`src/msi_pkg.sv`:
```
// Shared constants, frame layout and helper functions for the message frame block
package msi_pkg;
   // ----------------------------------------------------------------
   // Build configuration
   // ----------------------------------------------------------------
   localparam int NUM_LINES = 64;
   localparam logic [9:0] LINE_BASE_ID = 10'h020;
   localparam int NUM_FRAMES = 3;
   localparam int FRAME_W = 2;
   localparam logic [1:0] SEC_FRAME = 2'h0;
   localparam bit SECURE_FRAME_BUILT = 1'b1;
   localparam bit CTRL_SECURITY_BUILT = 1'b1;
   localparam bit SEC_EFF = SECURE_FRAME_BUILT & CTRL_SECURITY_BUILT;
   localparam logic [9:0] FRAME_BASE [NUM_FRAMES] = '{10'h040, 10'h020, 10'h028};
   localparam logic [9:0] FRAME_COUNT [NUM_FRAMES] = '{10'h008, 10'h008, 10'h008};

   // ----------------------------------------------------------------
   // Frame register offsets and fields
   // ----------------------------------------------------------------
   localparam logic [11:0] OFS_TYPE = 12'h008;
   localparam logic [11:0] OFS_TRIGGER = 12'h040;
   localparam logic [11:0] OFS_IDENT = 12'hfcc;
   localparam logic [3:0] STRB_WORD = 4'hf;
   localparam logic [3:0] STRB_HALF = 4'h3;
   // Identity fields, values arbitrary
   localparam logic [11:0] IDENT_PRODUCT = 12'h001;
   localparam logic [3:0] IDENT_ARCH = 4'h0;
   localparam logic [3:0] IDENT_REVISION = 4'h0;
   localparam logic [11:0] IDENT_IMPLEMENTER = 12'h000;

   // ----------------------------------------------------------------
   // Controller-end registers (AXI4-Lite)
   // ----------------------------------------------------------------
   localparam logic [7:0] C_CTRL = 8'h00;
   localparam logic [7:0] C_DATA = 8'h04;
   localparam logic [7:0] C_GO = 8'h08;
   localparam logic [7:0] C_STATUS = 8'h0c;
   localparam logic [7:0] C_PEND_LO = 8'h10;
   localparam logic [7:0] C_PEND_HI = 8'h14;
   localparam logic [7:0] C_EDGE_LO = 8'h18;
   localparam logic [7:0] C_EDGE_HI = 8'h1c;
   localparam logic [7:0] C_GROUP_LO = 8'h20;
   localparam logic [7:0] C_GROUP_HI = 8'h24;
   localparam logic [7:0] C_NSAC_LO = 8'h28;
   localparam logic [7:0] C_NSAC_HI = 8'h2c;
   localparam int CTRL_FRAME_LSB = 12;
   localparam int CTRL_SEC_BIT = 16;
   localparam int CTRL_WR_BIT = 17;
   localparam int CTRL_HALF_BIT = 18;
   localparam logic [1:0] RESP_OKAY = 2'h0;
   localparam logic [1:0] RESP_SLVERR = 2'h2;

   // ----------------------------------------------------------------
   // Helpers
   // ----------------------------------------------------------------
   function automatic logic id_in_frame(input int f, input logic [9:0] id);
      logic [10:0] lim;
      lim = {1'b0, FRAME_BASE[f]} + {1'b0, FRAME_COUNT[f]};
      return (id >= FRAME_BASE[f]) && ({1'b0, id} < lim);
   endfunction

   function automatic logic [NUM_LINES-1:0] frame_mask(input int f);
      logic [NUM_LINES-1:0] m;
      m = '0;
      for (int i = 0; i < NUM_LINES; i++) begin
         m[i] = id_in_frame(f, LINE_BASE_ID + 10'(i));
      end
      return m;
   endfunction

   function automatic logic [NUM_LINES-1:0] ns_mask();
      logic [NUM_LINES-1:0] m;
      m = '0;
      for (int f = 0; f < NUM_FRAMES; f++) begin
         if (f != int'(SEC_FRAME)) begin
            m = m | frame_mask(f);
         end
      end
      return m;
   endfunction
endpackage

```
`src/msi_link_if.sv`:
```
// Link between the frame unit and the interrupt controller end
`timescale 1ns/10ps
`default_nettype none
interface msi_link_if import msi_pkg::*; ();
   logic req_valid;
   logic req_ready;
   logic req_write;
   logic req_secure;
   logic [FRAME_W-1:0] req_frame;
   logic [11:0] req_addr;
   logic [31:0] req_wdata;
   logic [3:0] req_strb;
   logic resp_valid;
   logic resp_ready;
   logic resp_err;
   logic [31:0] resp_rdata;
   logic [NUM_LINES-1:0] spi_pulse;
   logic [NUM_LINES-1:0] spi_secure;

   modport frames (
      input req_valid, req_write, req_secure, req_frame, req_addr, req_wdata, req_strb,
      input resp_ready,
      output req_ready, resp_valid, resp_err, resp_rdata, spi_pulse, spi_secure
   );
   modport ctrl (
      output req_valid, req_write, req_secure, req_frame, req_addr, req_wdata, req_strb,
      output resp_ready,
      input req_ready, resp_valid, resp_err, resp_rdata, spi_pulse, spi_secure
   );
endinterface
`default_nettype wire

```
`src/msi_ctrl_end.sv`:
```
// Interrupt controller end: AXI4-Lite command registers, frame access, pending capture
//
// Implementation choices: the register addresses and the AXI4-Lite interface to the registers.
`timescale 1ns/10ps
`default_nettype none
module msi_ctrl_end import msi_pkg::*; (
   input wire logic aclk,
   input wire logic aresetn,
   input wire logic [7:0] s_axi_awaddr,
   input wire logic s_axi_awvalid,
   output logic s_axi_awready,
   input wire logic [31:0] s_axi_wdata,
   input wire logic [3:0] s_axi_wstrb,
   input wire logic s_axi_wvalid,
   output logic s_axi_wready,
   output logic [1:0] s_axi_bresp,
   output logic s_axi_bvalid,
   input wire logic s_axi_bready,
   input wire logic [7:0] s_axi_araddr,
   input wire logic s_axi_arvalid,
   output logic s_axi_arready,
   output logic [31:0] s_axi_rdata,
   output logic [1:0] s_axi_rresp,
   output logic s_axi_rvalid,
   input wire logic s_axi_rready,
   msi_link_if.ctrl link,
   output logic pending_any,
   output logic config_error
);
   // ----------------------------------------------------------------
   // State
   // ----------------------------------------------------------------
   localparam logic [NUM_LINES-1:0] NS_LINES = ns_mask();
   logic aw_held_r, w_held_r, bvalid_r, rvalid_r;
   logic [7:0] awaddr_r;
   logic [31:0] wdata_r, rdata_r;
   logic [1:0] bresp_r, rresp_r;
   logic [31:0] ctrl_r, data_r;
   logic busy_r, err_r, req_valid_r;
   logic [NUM_LINES-1:0] pend_r, edge_r, group_r, nsac_r;
   logic [3:0] wstrb_r;

   function automatic logic [31:0] half_of(input logic [63:0] v, input logic hi);
      return hi ? v[63:32] : v[31:0];
   endfunction

   // ----------------------------------------------------------------
   // Bus decode
   // ----------------------------------------------------------------
   wire do_wr = aw_held_r & w_held_r & ~bvalid_r;
   wire ar_take = s_axi_arvalid & s_axi_arready;
   wire w_ctrl = do_wr && awaddr_r == C_CTRL;
   wire w_data = do_wr && awaddr_r == C_DATA;
   wire w_go = do_wr && awaddr_r == C_GO;
   wire w_stat = do_wr && awaddr_r == C_STATUS;
   wire w_pend = do_wr && awaddr_r[7:3] == C_PEND_LO[7:3];
   wire w_edge = do_wr && awaddr_r[7:3] == C_EDGE_LO[7:3];
   wire w_group = do_wr && awaddr_r[7:3] == C_GROUP_LO[7:3];
   wire w_nsac = do_wr && awaddr_r[7:3] == C_NSAC_LO[7:3];
   wire wr_hi = awaddr_r[2];
   wire wr_map = w_ctrl | w_data | w_go | w_stat | w_pend | w_edge | w_group | w_nsac;
   wire [31:0] bmask = {{8{wstrb_r[3]}}, {8{wstrb_r[2]}}, {8{wstrb_r[1]}}, {8{wstrb_r[0]}}};
   wire [31:0] wmask = wdata_r & bmask;
   wire [NUM_LINES-1:0] wmask64 = wr_hi ? {wmask, 32'h00000000} : {32'h00000000, wmask};
   wire [NUM_LINES-1:0] lane64 = wr_hi ? {bmask, 32'h00000000} : {32'h00000000, bmask};
   wire link_done = link.resp_valid & link.resp_ready;
   wire issue = w_go & ~busy_r;

   logic [31:0] rd_word;
   logic rd_ok;
   always_comb begin
      rd_ok = 1'b1;
      if (s_axi_araddr == C_CTRL) begin
         rd_word = ctrl_r;
      end else if (s_axi_araddr == C_DATA) begin
         rd_word = data_r;
      end else if (s_axi_araddr == C_GO) begin
         rd_word = 32'h00000000;
      end else if (s_axi_araddr == C_STATUS) begin
         rd_word = {29'h00000000, config_error, err_r, busy_r};
      end else if (s_axi_araddr[7:3] == C_PEND_LO[7:3]) begin
         rd_word = half_of(pend_r, s_axi_araddr[2]);
      end else if (s_axi_araddr[7:3] == C_EDGE_LO[7:3]) begin
         rd_word = half_of(edge_r, s_axi_araddr[2]);
      end else if (s_axi_araddr[7:3] == C_GROUP_LO[7:3]) begin
         rd_word = half_of(group_r, s_axi_araddr[2]);
      end else if (s_axi_araddr[7:3] == C_NSAC_LO[7:3]) begin
         rd_word = half_of(nsac_r, s_axi_araddr[2]);
      end else begin
         rd_word = 32'h00000000;
         rd_ok = 1'b0;
      end
   end

   // ----------------------------------------------------------------
   // AXI4-Lite channels
   // ----------------------------------------------------------------
   always_ff @(posedge aclk) begin
      if (!aresetn) begin
         aw_held_r <= 1'b0;
         w_held_r <= 1'b0;
         bvalid_r <= 1'b0;
         bresp_r <= RESP_OKAY;
         awaddr_r <= 8'h00;
         wdata_r <= 32'h00000000;
         wstrb_r <= 4'h0;
      end else begin
         if (s_axi_awvalid && s_axi_awready) begin
            aw_held_r <= 1'b1;
            awaddr_r <= s_axi_awaddr;
         end
         if (s_axi_wvalid && s_axi_wready) begin
            w_held_r <= 1'b1;
            wdata_r <= s_axi_wdata;
            wstrb_r <= s_axi_wstrb;
         end
         if (do_wr) begin
            aw_held_r <= 1'b0;
            w_held_r <= 1'b0;
            bvalid_r <= 1'b1;
            bresp_r <= wr_map ? RESP_OKAY : RESP_SLVERR;
         end else if (s_axi_bready) begin
            bvalid_r <= 1'b0;
         end
      end
   end

   always_ff @(posedge aclk) begin
      if (!aresetn) begin
         rvalid_r <= 1'b0;
         rdata_r <= 32'h00000000;
         rresp_r <= RESP_OKAY;
      end else if (ar_take) begin
         rvalid_r <= 1'b1;
         rdata_r <= rd_word;
         rresp_r <= rd_ok ? RESP_OKAY : RESP_SLVERR;
      end else if (s_axi_rready) begin
         rvalid_r <= 1'b0;
      end
   end

   // ----------------------------------------------------------------
   // Command registers and frame access
   // ----------------------------------------------------------------
   // Go while busy is dropped so a command in flight cannot be torn
   always_ff @(posedge aclk) begin
      if (!aresetn) begin
         ctrl_r <= 32'h00000000;
         data_r <= 32'h00000000;
         busy_r <= 1'b0;
         err_r <= 1'b0;
         req_valid_r <= 1'b0;
      end else begin
         if (w_ctrl) ctrl_r <= (ctrl_r & ~bmask) | wmask;
         if (w_data) data_r <= (data_r & ~bmask) | wmask;
         if (issue) begin
            busy_r <= 1'b1;
            req_valid_r <= 1'b1;
         end else if (req_valid_r && link.req_ready) begin
            req_valid_r <= 1'b0;
         end
         if (link_done) begin
            busy_r <= 1'b0;
            err_r <= link.resp_err;
            if (!ctrl_r[CTRL_WR_BIT]) data_r <= link.resp_rdata;
         end
      end
   end

   // ----------------------------------------------------------------
   // Interrupt configuration and pending capture
   // ----------------------------------------------------------------
   // Level-configured lines would miss a one-cycle pulse, hence edge only
   wire [NUM_LINES-1:0] sets = link.spi_pulse & edge_r;
   always_ff @(posedge aclk) begin
      if (!aresetn) begin
         pend_r <= '0;
         edge_r <= '0;
         group_r <= '0;
         nsac_r <= '0;
      end else begin
         pend_r <= (pend_r & ~(w_pend ? wmask64 : '0)) | sets;
         if (w_edge) edge_r <= (edge_r & ~lane64) | wmask64;
         if (w_group) group_r <= (group_r & ~lane64) | wmask64;
         if (w_nsac) nsac_r <= (nsac_r & ~lane64) | wmask64;
      end
   end

   // Misconfigured security: Non-secure frame line in Group 0 without permission, or secure frame line in Group 1
   wire ns_bad = |(NS_LINES & ~group_r & ~nsac_r);
   wire sec_bad = CTRL_SECURITY_BUILT & (|(link.spi_secure & group_r));

   // ----------------------------------------------------------------
   // Outputs
   // ----------------------------------------------------------------
   assign s_axi_awready = ~aw_held_r & ~bvalid_r;
   assign s_axi_wready = ~w_held_r & ~bvalid_r;
   assign s_axi_bvalid = bvalid_r;
   assign s_axi_bresp = bresp_r;
   assign s_axi_arready = ~rvalid_r;
   assign s_axi_rvalid = rvalid_r;
   assign s_axi_rdata = rdata_r;
   assign s_axi_rresp = rresp_r;
   assign link.req_valid = req_valid_r;
   assign link.req_write = ctrl_r[CTRL_WR_BIT];
   assign link.req_secure = ctrl_r[CTRL_SEC_BIT];
   assign link.req_frame = ctrl_r[CTRL_FRAME_LSB +: FRAME_W];
   assign link.req_addr = ctrl_r[11:0];
   assign link.req_wdata = data_r;
   assign link.req_strb = ctrl_r[CTRL_HALF_BIT] ? STRB_HALF : STRB_WORD;
   assign link.resp_ready = busy_r & ~req_valid_r;
   assign pending_any = |pend_r;
   assign config_error = ns_bad | sec_bad;
endmodule
`default_nettype wire

```
`src/flat_wrapper.sv`:
```
// flat-port wrapper written by rule: the top's interface ports become plain ports
module msi_ctrl_end_flat import msi_pkg::*;
  (aclk, aresetn, s_axi_awaddr, s_axi_awvalid, s_axi_awready, s_axi_wdata, s_axi_wstrb, s_axi_wvalid, s_axi_wready, s_axi_bresp, s_axi_bvalid, s_axi_bready, s_axi_araddr, s_axi_arvalid, s_axi_arready, s_axi_rdata, s_axi_rresp, s_axi_rvalid, s_axi_rready, pending_any, config_error, link_req_valid, link_req_write, link_req_secure, link_req_frame, link_req_addr, link_req_wdata, link_req_strb, link_resp_ready, link_req_ready, link_resp_valid, link_resp_err, link_resp_rdata, link_spi_pulse, link_spi_secure);
  msi_link_if link_i ();
  input wire logic aclk;
  input wire logic aresetn;
  input wire logic [7:0] s_axi_awaddr;
  input wire logic s_axi_awvalid;
  output logic s_axi_awready;
  input wire logic [31:0] s_axi_wdata;
  input wire logic [3:0] s_axi_wstrb;
  input wire logic s_axi_wvalid;
  output logic s_axi_wready;
  output logic [1:0] s_axi_bresp;
  output logic s_axi_bvalid;
  input wire logic s_axi_bready;
  input wire logic [7:0] s_axi_araddr;
  input wire logic s_axi_arvalid;
  output logic s_axi_arready;
  output logic [31:0] s_axi_rdata;
  output logic [1:0] s_axi_rresp;
  output logic s_axi_rvalid;
  input wire logic s_axi_rready;
  output logic pending_any;
  output logic config_error;
  output wire logic [$bits(link_i.req_valid)-1:0] link_req_valid;
  output wire logic [$bits(link_i.req_write)-1:0] link_req_write;
  output wire logic [$bits(link_i.req_secure)-1:0] link_req_secure;
  output wire logic [$bits(link_i.req_frame)-1:0] link_req_frame;
  output wire logic [$bits(link_i.req_addr)-1:0] link_req_addr;
  output wire logic [$bits(link_i.req_wdata)-1:0] link_req_wdata;
  output wire logic [$bits(link_i.req_strb)-1:0] link_req_strb;
  output wire logic [$bits(link_i.resp_ready)-1:0] link_resp_ready;
  input wire logic [$bits(link_i.req_ready)-1:0] link_req_ready;
  input wire logic [$bits(link_i.resp_valid)-1:0] link_resp_valid;
  input wire logic [$bits(link_i.resp_err)-1:0] link_resp_err;
  input wire logic [$bits(link_i.resp_rdata)-1:0] link_resp_rdata;
  input wire logic [$bits(link_i.spi_pulse)-1:0] link_spi_pulse;
  input wire logic [$bits(link_i.spi_secure)-1:0] link_spi_secure;
  assign link_req_valid = link_i.req_valid;
  assign link_req_write = link_i.req_write;
  assign link_req_secure = link_i.req_secure;
  assign link_req_frame = link_i.req_frame;
  assign link_req_addr = link_i.req_addr;
  assign link_req_wdata = link_i.req_wdata;
  assign link_req_strb = link_i.req_strb;
  assign link_resp_ready = link_i.resp_ready;
  assign link_i.req_ready = link_req_ready;
  assign link_i.resp_valid = link_resp_valid;
  assign link_i.resp_err = link_resp_err;
  assign link_i.resp_rdata = link_resp_rdata;
  assign link_i.spi_pulse = link_spi_pulse;
  assign link_i.spi_secure = link_spi_secure;
  msi_ctrl_end u_core (.aclk(aclk), .aresetn(aresetn), .s_axi_awaddr(s_axi_awaddr), .s_axi_awvalid(s_axi_awvalid), .s_axi_awready(s_axi_awready), .s_axi_wdata(s_axi_wdata), .s_axi_wstrb(s_axi_wstrb), .s_axi_wvalid(s_axi_wvalid), .s_axi_wready(s_axi_wready), .s_axi_bresp(s_axi_bresp), .s_axi_bvalid(s_axi_bvalid), .s_axi_bready(s_axi_bready), .s_axi_araddr(s_axi_araddr), .s_axi_arvalid(s_axi_arvalid), .s_axi_arready(s_axi_arready), .s_axi_rdata(s_axi_rdata), .s_axi_rresp(s_axi_rresp), .s_axi_rvalid(s_axi_rvalid), .s_axi_rready(s_axi_rready), .link(link_i), .pending_any(pending_any), .config_error(config_error));
endmodule
```
`config.mk`:
```
export PLATFORM = sky130hd
export DESIGN_NAME = msi_ctrl_end_flat
export DESIGN_NICKNAME = d
export VERILOG_FILES = /design/src/msi_pkg.sv /design/src/msi_link_if.sv /design/src/msi_ctrl_end.sv /design/src/flat_wrapper.sv
export SDC_FILE = /design/constraint.sdc
export NUM_CORES = 1
export LEC_CHECK = 0
export BUFFER_PORTS_ARGS = -buffer_cell sky130_fd_sc_hd__buf_4
export CORE_MARGIN = 3
export CORE_UTILIZATION = 30
export DETAILED_ROUTE_END_ITERATION = 10
export GPL_ROUTABILITY_DRIVEN = 0
export HOLD_SLACK_MARGIN = 0.08
export PLACE_DENSITY_LB_ADDON = 0.25
export SLEW_MARGIN = 20
export SYNTH_ARGS = -nofsm -noshare
export SYNTH_HDL_FRONTEND = slang
export SYNTH_SLANG_ARGS = --single-unit
```
`constraint.sdc`:
```
create_clock -name aclk -period 2.5 [get_ports aclk]
set_clock_uncertainty 0.15 [all_clocks]
set_input_delay 0.5 -clock aclk [delete_from_list [all_inputs] [get_ports aclk]]
set_output_delay 0.5 -clock aclk [all_outputs]
set_load 0.1 [all_outputs]
```
-- Word-level counts from Yosys, hierarchy flattened
Cells that the tools add are included.
- output and inout bits: 97
- RAM bits: 0
- register bits after elaboration: 407
- word-level logic and storage cells: 133
- latch bits: 0
- bits in read-only memories: 0
- memories: 0
- shifts and indexed selects: 0
- div/mod/pow operators: 0
- $mul: 0
- equality and inequality tests: 14
- $add $sub $neg: 0
- muxes and demuxes: 35
- bitwise operators: 44
- reduce and logical (&&, ||, !) cells: 21
- magnitude comparators: 0
- operator list (cell ; number):
    2-to-1 mux 32 bit ; 15
    AND 64 bit ; 6
    bitwise OR 64 bit ; 4
    2-to-1 mux 64 bit ; 3
    NOT 64 bit ; 3
    OR reduction 64 bit ; 3
    AND 32 bit ; 3
    AND 16 x 64 -> 64 bit ; 1
    bitwise OR 32 bit ; 2
    == test 8 x 4 -> 1 bit (second input constant) ; 4
    NOT 32 bit ; 1
    == test 5 x 2 -> 1 bit (second input constant) ; 4
    == test 5 x 3 -> 1 bit (second input constant) ; 4
    == test 8 x 3 -> 1 bit (second input constant) ; 2
    logical NOT 8 bit ; 2
    NOT 16 bit ; 1
    2-to-1 mux 1 bit ; 14
    logical AND 1 bit ; 11
    AND 1 bit ; 8
    bitwise OR 1 bit ; 8
    NOT 1 bit ; 7
    nonzero test 2 bit ; 3
    2-to-1 mux 2 bit ; 2
    2-to-1 mux 4 bit ; 1
    OR reduction 2 bit ; 2

-- Longest topological paths before layout
- depth after elaboration: 11
- gate-level depth with buffers: 8

-- Worst setup path before layout
Ideal clock, no wire load.
- path kind: register to register
- start point: register u_core.req_valid_r, in the netlist u_core.link.req_valid
- end point: register u_core.data_r[23], in the netlist u_core.link.req_wdata[23]
- cell stages (with the launch flop): 8
- arrival: 3270 ps
- data required time: 2218 ps
- buffers on the path: 2
- clock period less this slack: 3553 ps
- setup time: 132 ps
- path slack: -1053 ps
- cells stage by stage: dfxtp_1 nor2b_1 nand2_1 or2_2 buf_1 clkbuf_1 o21ai_0 a21oi_1
- word-level cells in the longest chain between the ends: 4
- ends and longest elaborated chain (item ; line ; RTL):
    start: declaration ; msi_ctrl_end.sv:39 ; logic busy_r, err_r, req_valid_r;
    start signal: assignment ; msi_ctrl_end.sv:152 ; req_valid_r <= 1'b0;
    start signal: assignment ; msi_ctrl_end.sv:158 ; req_valid_r <= 1'b1;
    start signal: assignment ; msi_ctrl_end.sv:160 ; req_valid_r <= 1'b0;
    NOT 1 bit ; msi_ctrl_end.sv:211 ; assign link.resp_ready = busy_r & ~req_valid_r;
    AND 1 bit ; msi_ctrl_end.sv:211 ;
    named net link_resp_ready ; flat_wrapper.sv:33 ; output wire logic [$bits(link_i.resp_ready)-1:0] link_resp_ready;
    AND 1 bit ; msi_ctrl_end.sv:66 ; wire link_done = link.resp_valid & link.resp_ready;
    2-to-1 mux 32 bit ; msi_ctrl_end.sv:162 ; if (link_done) begin
    end signal: assignment ; msi_ctrl_end.sv:155 ; if (w_data) data_r <= (data_r & ~bmask) | wmask;
    end signal: assignment ; msi_ctrl_end.sv:165 ; if (!ctrl_r[CTRL_WR_BIT]) data_r <= link.resp_rdata;
    end: declaration ; msi_ctrl_end.sv:38 ; logic [31:0] ctrl_r, data_r;
The timed path passes the listed nets, and every way through them passes these cells.
A chain may end at the register's enable or synchronous reset.

-- Final worst setup path
- start point: register u_core.group_r[27]
- end point: output port config_error
- word-level cells in the longest chain between the ends: 3
- ends and longest elaborated chain (item ; line ; RTL):
    start: declaration ; msi_ctrl_end.sv:40 ; logic [NUM_LINES-1:0] pend_r, edge_r, group_r, nsac_r;
    start signal: assignment ; msi_ctrl_end.sv:184 ; if (w_group) group_r <= (group_r & ~lane64) | wmask64;
    AND 64 bit ; msi_ctrl_end.sv:191 ; wire sec_bad = CTRL_SECURITY_BUILT & (|(link.spi_secure & group_r));
    OR reduction 64 bit ; msi_ctrl_end.sv:191 ;
    bitwise OR 1 bit ; msi_ctrl_end.sv:213 ; assign config_error = ns_bad | sec_bad;
    end: declaration ; flat_wrapper.sv:25 ; output logic config_error;
No other way between the ends.

==> impl_metrics.ini <==
[logic_synthesis]
yosysSeqAreaShare = 0.423
synthesized_area_fraction_occupied_by_ao_oa_aoi_and_oai_cells = 0.199
synth_simple_gate_area_share = 0.174
synth_ff_type = sky130_fd_sc_hd__dfxtp_1
synth_top_family_by_area = compound AO/OA/AOI/OAI gates
post_synthesis_share_of_cell_area_spent_on_xor_and_xnor_gates = 0
synth_async_sr_flop_share = 0
netlist_top_cells_area = sky130_fd_sc_hd__dfxtp_1 42%, sky130_fd_sc_hd__mux2i_1 12%, sky130_fd_sc_hd__nor2b_1 5.7%
synthDistinctLibCells = 54
synthDominantAreaCellType = sky130_fd_sc_hd__dfxtp_1
synth_edf_count = 0
synth_largest_type_area_fraction = 0.423
ys_warn_count = 0
syn-cell-area_um2 = 19200
mean_cell_area_of_the_mapped_netlist_um2 = 9.16
post_synthesis_cells = 2095
post_synth_mux_area_share = 0.157
ys_seq_elements = 405
post_synthesis_share_of_cell_area_spent_on_full_adders_half_adders_and_majority_gates = 0

[global_routing]
first_global_vias = 18400
grt_antenna_before_repair = 2
grt_start_max_net_pins = 123
overflow = 0
globalRouteTotalUtil = 0.239
grt_pass1_wl_um = 121000

[floorplan]
die-height_um = 259
die_area_um2 = 67000
design.core.area_um2 = 63200
die-width_um = 259
floorplan.io_pins = 319
initial_core_util = 0.304
std_cell_rows = 92

[placement]
io_buffer_count = 314
hpwlAfterDp_um = 60700
placedInstanceArea_um2 = 23700

[timing]
period_needed_ns = 3.43
tightest_slew_ns = 0.751
max_freq_mhz = 292
timing_max_transition_violations_final = 0
timing.final.setup_violations = 3
timing.final.ws_setup_ns = -0.925
setup-tns-final_ns = -1.43
grt_setup_unrepaired = true
hold_violations = 0
worst_hold_slack_ns = 0.111
timing.slew.headroom = 0.499
final.period_utilization = 1.37

[critical_path]
cp.required_ns = 1.85
worst_setup_path_start_kind = flip-flop
crit_path_cell_trace = a22oi_2 > o211ai_1 > or4_1 > or4_4 > or2_4 > buf_12
reg2reg_depth = 8
timing.setup.critical_path_class = flip-flop to output port
critical_path_cell_count = 6
top_cell_family_by_delay_on_the_critical_path = simple AND/OR/NAND/NOR gates
regToRegStartpoint = u_core.group_r[27]
worstSetupEndpointType = output port
timing.critical_path.to = config_error
worst-path-max-fanout = 2
reg2reg_capture_point = u_core.s_axi_rdata[2]
data_arrival_at_the_endpoint_of_the_critical_path_ns = 2.78
reg2reg_slack_ns = -0.03
timing.critical_path.from = u_core.group_r[27]
cp.buffers_inverters = 1
timing.critical_path.slowest_stage_cell = sky130_fd_sc_hd__or4_1
cp_slowest_stage_delay_ns = 0.57

[layout]
final.fill_count = 6098
ff_latch_area_um2 = 8120
post_route_cells_drive_above_1_share = 0.272
layout-area-overhead-vs-synth_pct = 40.8
finish.utilization = 0.428
net_count_of_the_finished_layout = 2833
multiInputGateArea_um2 = 10300
fin_area_um2 = 27000
layout.cells.most_common = sky130_fd_sc_hd__buf_4
antennaDiodeCount = 0
layout.cells.most_common_list = 485 x sky130_fd_sc_hd__buf_4, 398 x sky130_fd_sc_hd__dfxtp_1, 278 x sky130_fd_sc_hd__nand2_1

[clock_network]
clock_tree_from_tritoncts = yes
path_clk_slew_ns = 0.06
clock_path_buffers = 3
clock_sinks = 405
cts_inserted_buffers = 48
cts_root_buffer = sky130_fd_sc_hd__clkbuf_16
cts-htree-levels = 2
clock_latency_on_the_worst_skew_pair_ns = 0.59

[detailed_routing]
detail_route.first_pass.iterations = 8
routed_wire_length_per_instance_um = 23.6
detail_route.drc_violations = 0
via_per_inst = 5.29
post_route_antenna_net_violation_count = 0
detailroute.via_count = 18500
drtIter0Drc = 1721
routed_wl_um = 82300

[worst_hold_path]
worst_hold_path_type = input pin to flip-flop

[job]
cap_viol_max_count = 0

[power_and_ir_drop]
power-per-cell-area_nw_per_um2 = 609
max-vdd-ir-drop_mv = 0.449
static_leak_nw = 10.4

[status]
failed_checks = setup timing
run_status = finished with violations
Yosys cell counts (3+ instances only):
| cell type | number |
|---|---|
| sky130_fd_sc_hd__nand3_2 | 3 |
| sky130_fd_sc_hd__dfxtp_1 | 405 |
| sky130_fd_sc_hd__a21oi_1 | 92 |
| sky130_fd_sc_hd__a21boi_1 | 30 |
| sky130_fd_sc_hd__mux2i_1 | 232 |
| sky130_fd_sc_hd__o211a_1 | 3 |
| sky130_fd_sc_hd__buf_2 | 25 |
| sky130_fd_sc_hd__a211oi_1 | 28 |
| sky130_fd_sc_hd__o221a_2 | 27 |
| sky130_fd_sc_hd__nor2_1 | 20 |
| sky130_fd_sc_hd__inv_1 | 6 |
| sky130_fd_sc_hd__mux4_2 | 31 |
| sky130_fd_sc_hd__a221oi_1 | 6 |
| sky130_fd_sc_hd__nor2_2 | 3 |
| sky130_fd_sc_hd__nor4_1 | 18 |
| sky130_fd_sc_hd__nand2b_1 | 5 |
| sky130_fd_sc_hd__o21ai_0 | 131 |
| sky130_fd_sc_hd__o211ai_1 | 10 |
| sky130_fd_sc_hd__nor3_1 | 7 |
| sky130_fd_sc_hd__nor3_2 | 6 |
| sky130_fd_sc_hd__buf_1 | 6 |
| sky130_fd_sc_hd__buf_4 | 25 |
| sky130_fd_sc_hd__nand3_1 | 103 |
| sky130_fd_sc_hd__a22oi_1 | 81 |
| sky130_fd_sc_hd__nor2_4 | 6 |
| sky130_fd_sc_hd__or4_1 | 6 |
| sky130_fd_sc_hd__a21boi_0 | 138 |
| sky130_fd_sc_hd__nand2_1 | 278 |
| sky130_fd_sc_hd__nand4_1 | 6 |
| sky130_fd_sc_hd__a22o_1 | 3 |
| sky130_fd_sc_hd__nand2_2 | 4 |
| sky130_fd_sc_hd__o22ai_1 | 4 |
| sky130_fd_sc_hd__clkbuf_1 | 141 |
| sky130_fd_sc_hd__nor2b_1 | 176 |
| sky130_fd_sc_hd__a31oi_1 | 4 |
sequential cells by signal, indices dropped and copies added, names as in the netlist, 4 cells and up, named ones only:
name                   cells
u_core.awaddr_r            8
u_core.edge_r             64
u_core.group_r            64
u_core.link.req_wdata     32
u_core.nsac_r             64
u_core.pend_r             64
u_core.s_axi_rdata        32
u_core.wdata_r            32
u_core.wstrb_r             4
worst min-delay path, stage by stage:
cell                       delay (ns)
sky130_fd_sc_hd__buf_4           0.12
sky130_fd_sc_hd__nand3_1         0.09
sky130_fd_sc_hd__a21boi_0        0.08
through the flow:
stage / power (mW) / setup slack, ns / std cells
4_1_cts: 16.6 / -1.07 / 3494
3_3_place_gp: 8.52 / -0.837 / 3266
5_1_grt: 16.9 / -1.01 / 3493
6_report: 16.4 / -0.925 / 3493
2_1_floorplan: 7.72 / -0.253 / 2097
3_5_place_dp: 8.53 / -0.791 / 3266
worst min path at each step:
stage / cells after the start / to / start
floorplan: 2 / flip-flop / flip-flop
global placement: 2 / flip-flop / flip-flop
detailed placement: 2 / flip-flop / flip-flop
CTS: 3 / u_core.err_r / link_resp_err
global route: 3 / u_core.err_r / link_resp_err
finish: 3 / u_core.err_r / link_resp_err
per-layer routing:
layer / vias up / track usage / share of wire
met3: 144 / 0.0512 / 0.080
met5: - / 0 / 0.00016
met1: 9049 / 0.329 / 0.44
li1: 8530 / - / -
met2: 738 / 0.365 / 0.44
met4: 2 / 0.0922 / 0.039
repair_timing:
action                     4_1_cts  5_1_grt
hold buffers                   142        0
gates resized for setup         20       10
buffers inserted                 1        0
setup endpoints to repair       10       19
hold endpoints to repair       141        0
pin swaps                        5        8
cells by family (layout without fill, tap and decap cells):
family                 after synthesis  after routing
AO/OA/AOI/OAI                      567            567
multiplexers                       263            263
flip-flops                         405            405
buffers and inverters              203            753
AND/OR/NAND/NOR                    655            655
other                                2              4
cell type report:
cell class,instances,area share
clock buffer,63,0.0507
clock inverter,23,0.0144
inverter,6,0.000834
multi-input combinational,1489,0.383
sequential,405,0.300
tap,846,0.0392
timing repair buffer,661,0.212
report_power, final:
group          switching (mW)  total, mW  internal [mW]
clock network            2.96       7.85           4.89
logic                    1.03       1.81          0.777
registers               0.236       6.78           6.55
total                    4.23       16.4           12.2
(Power assumes the default switching activity.)
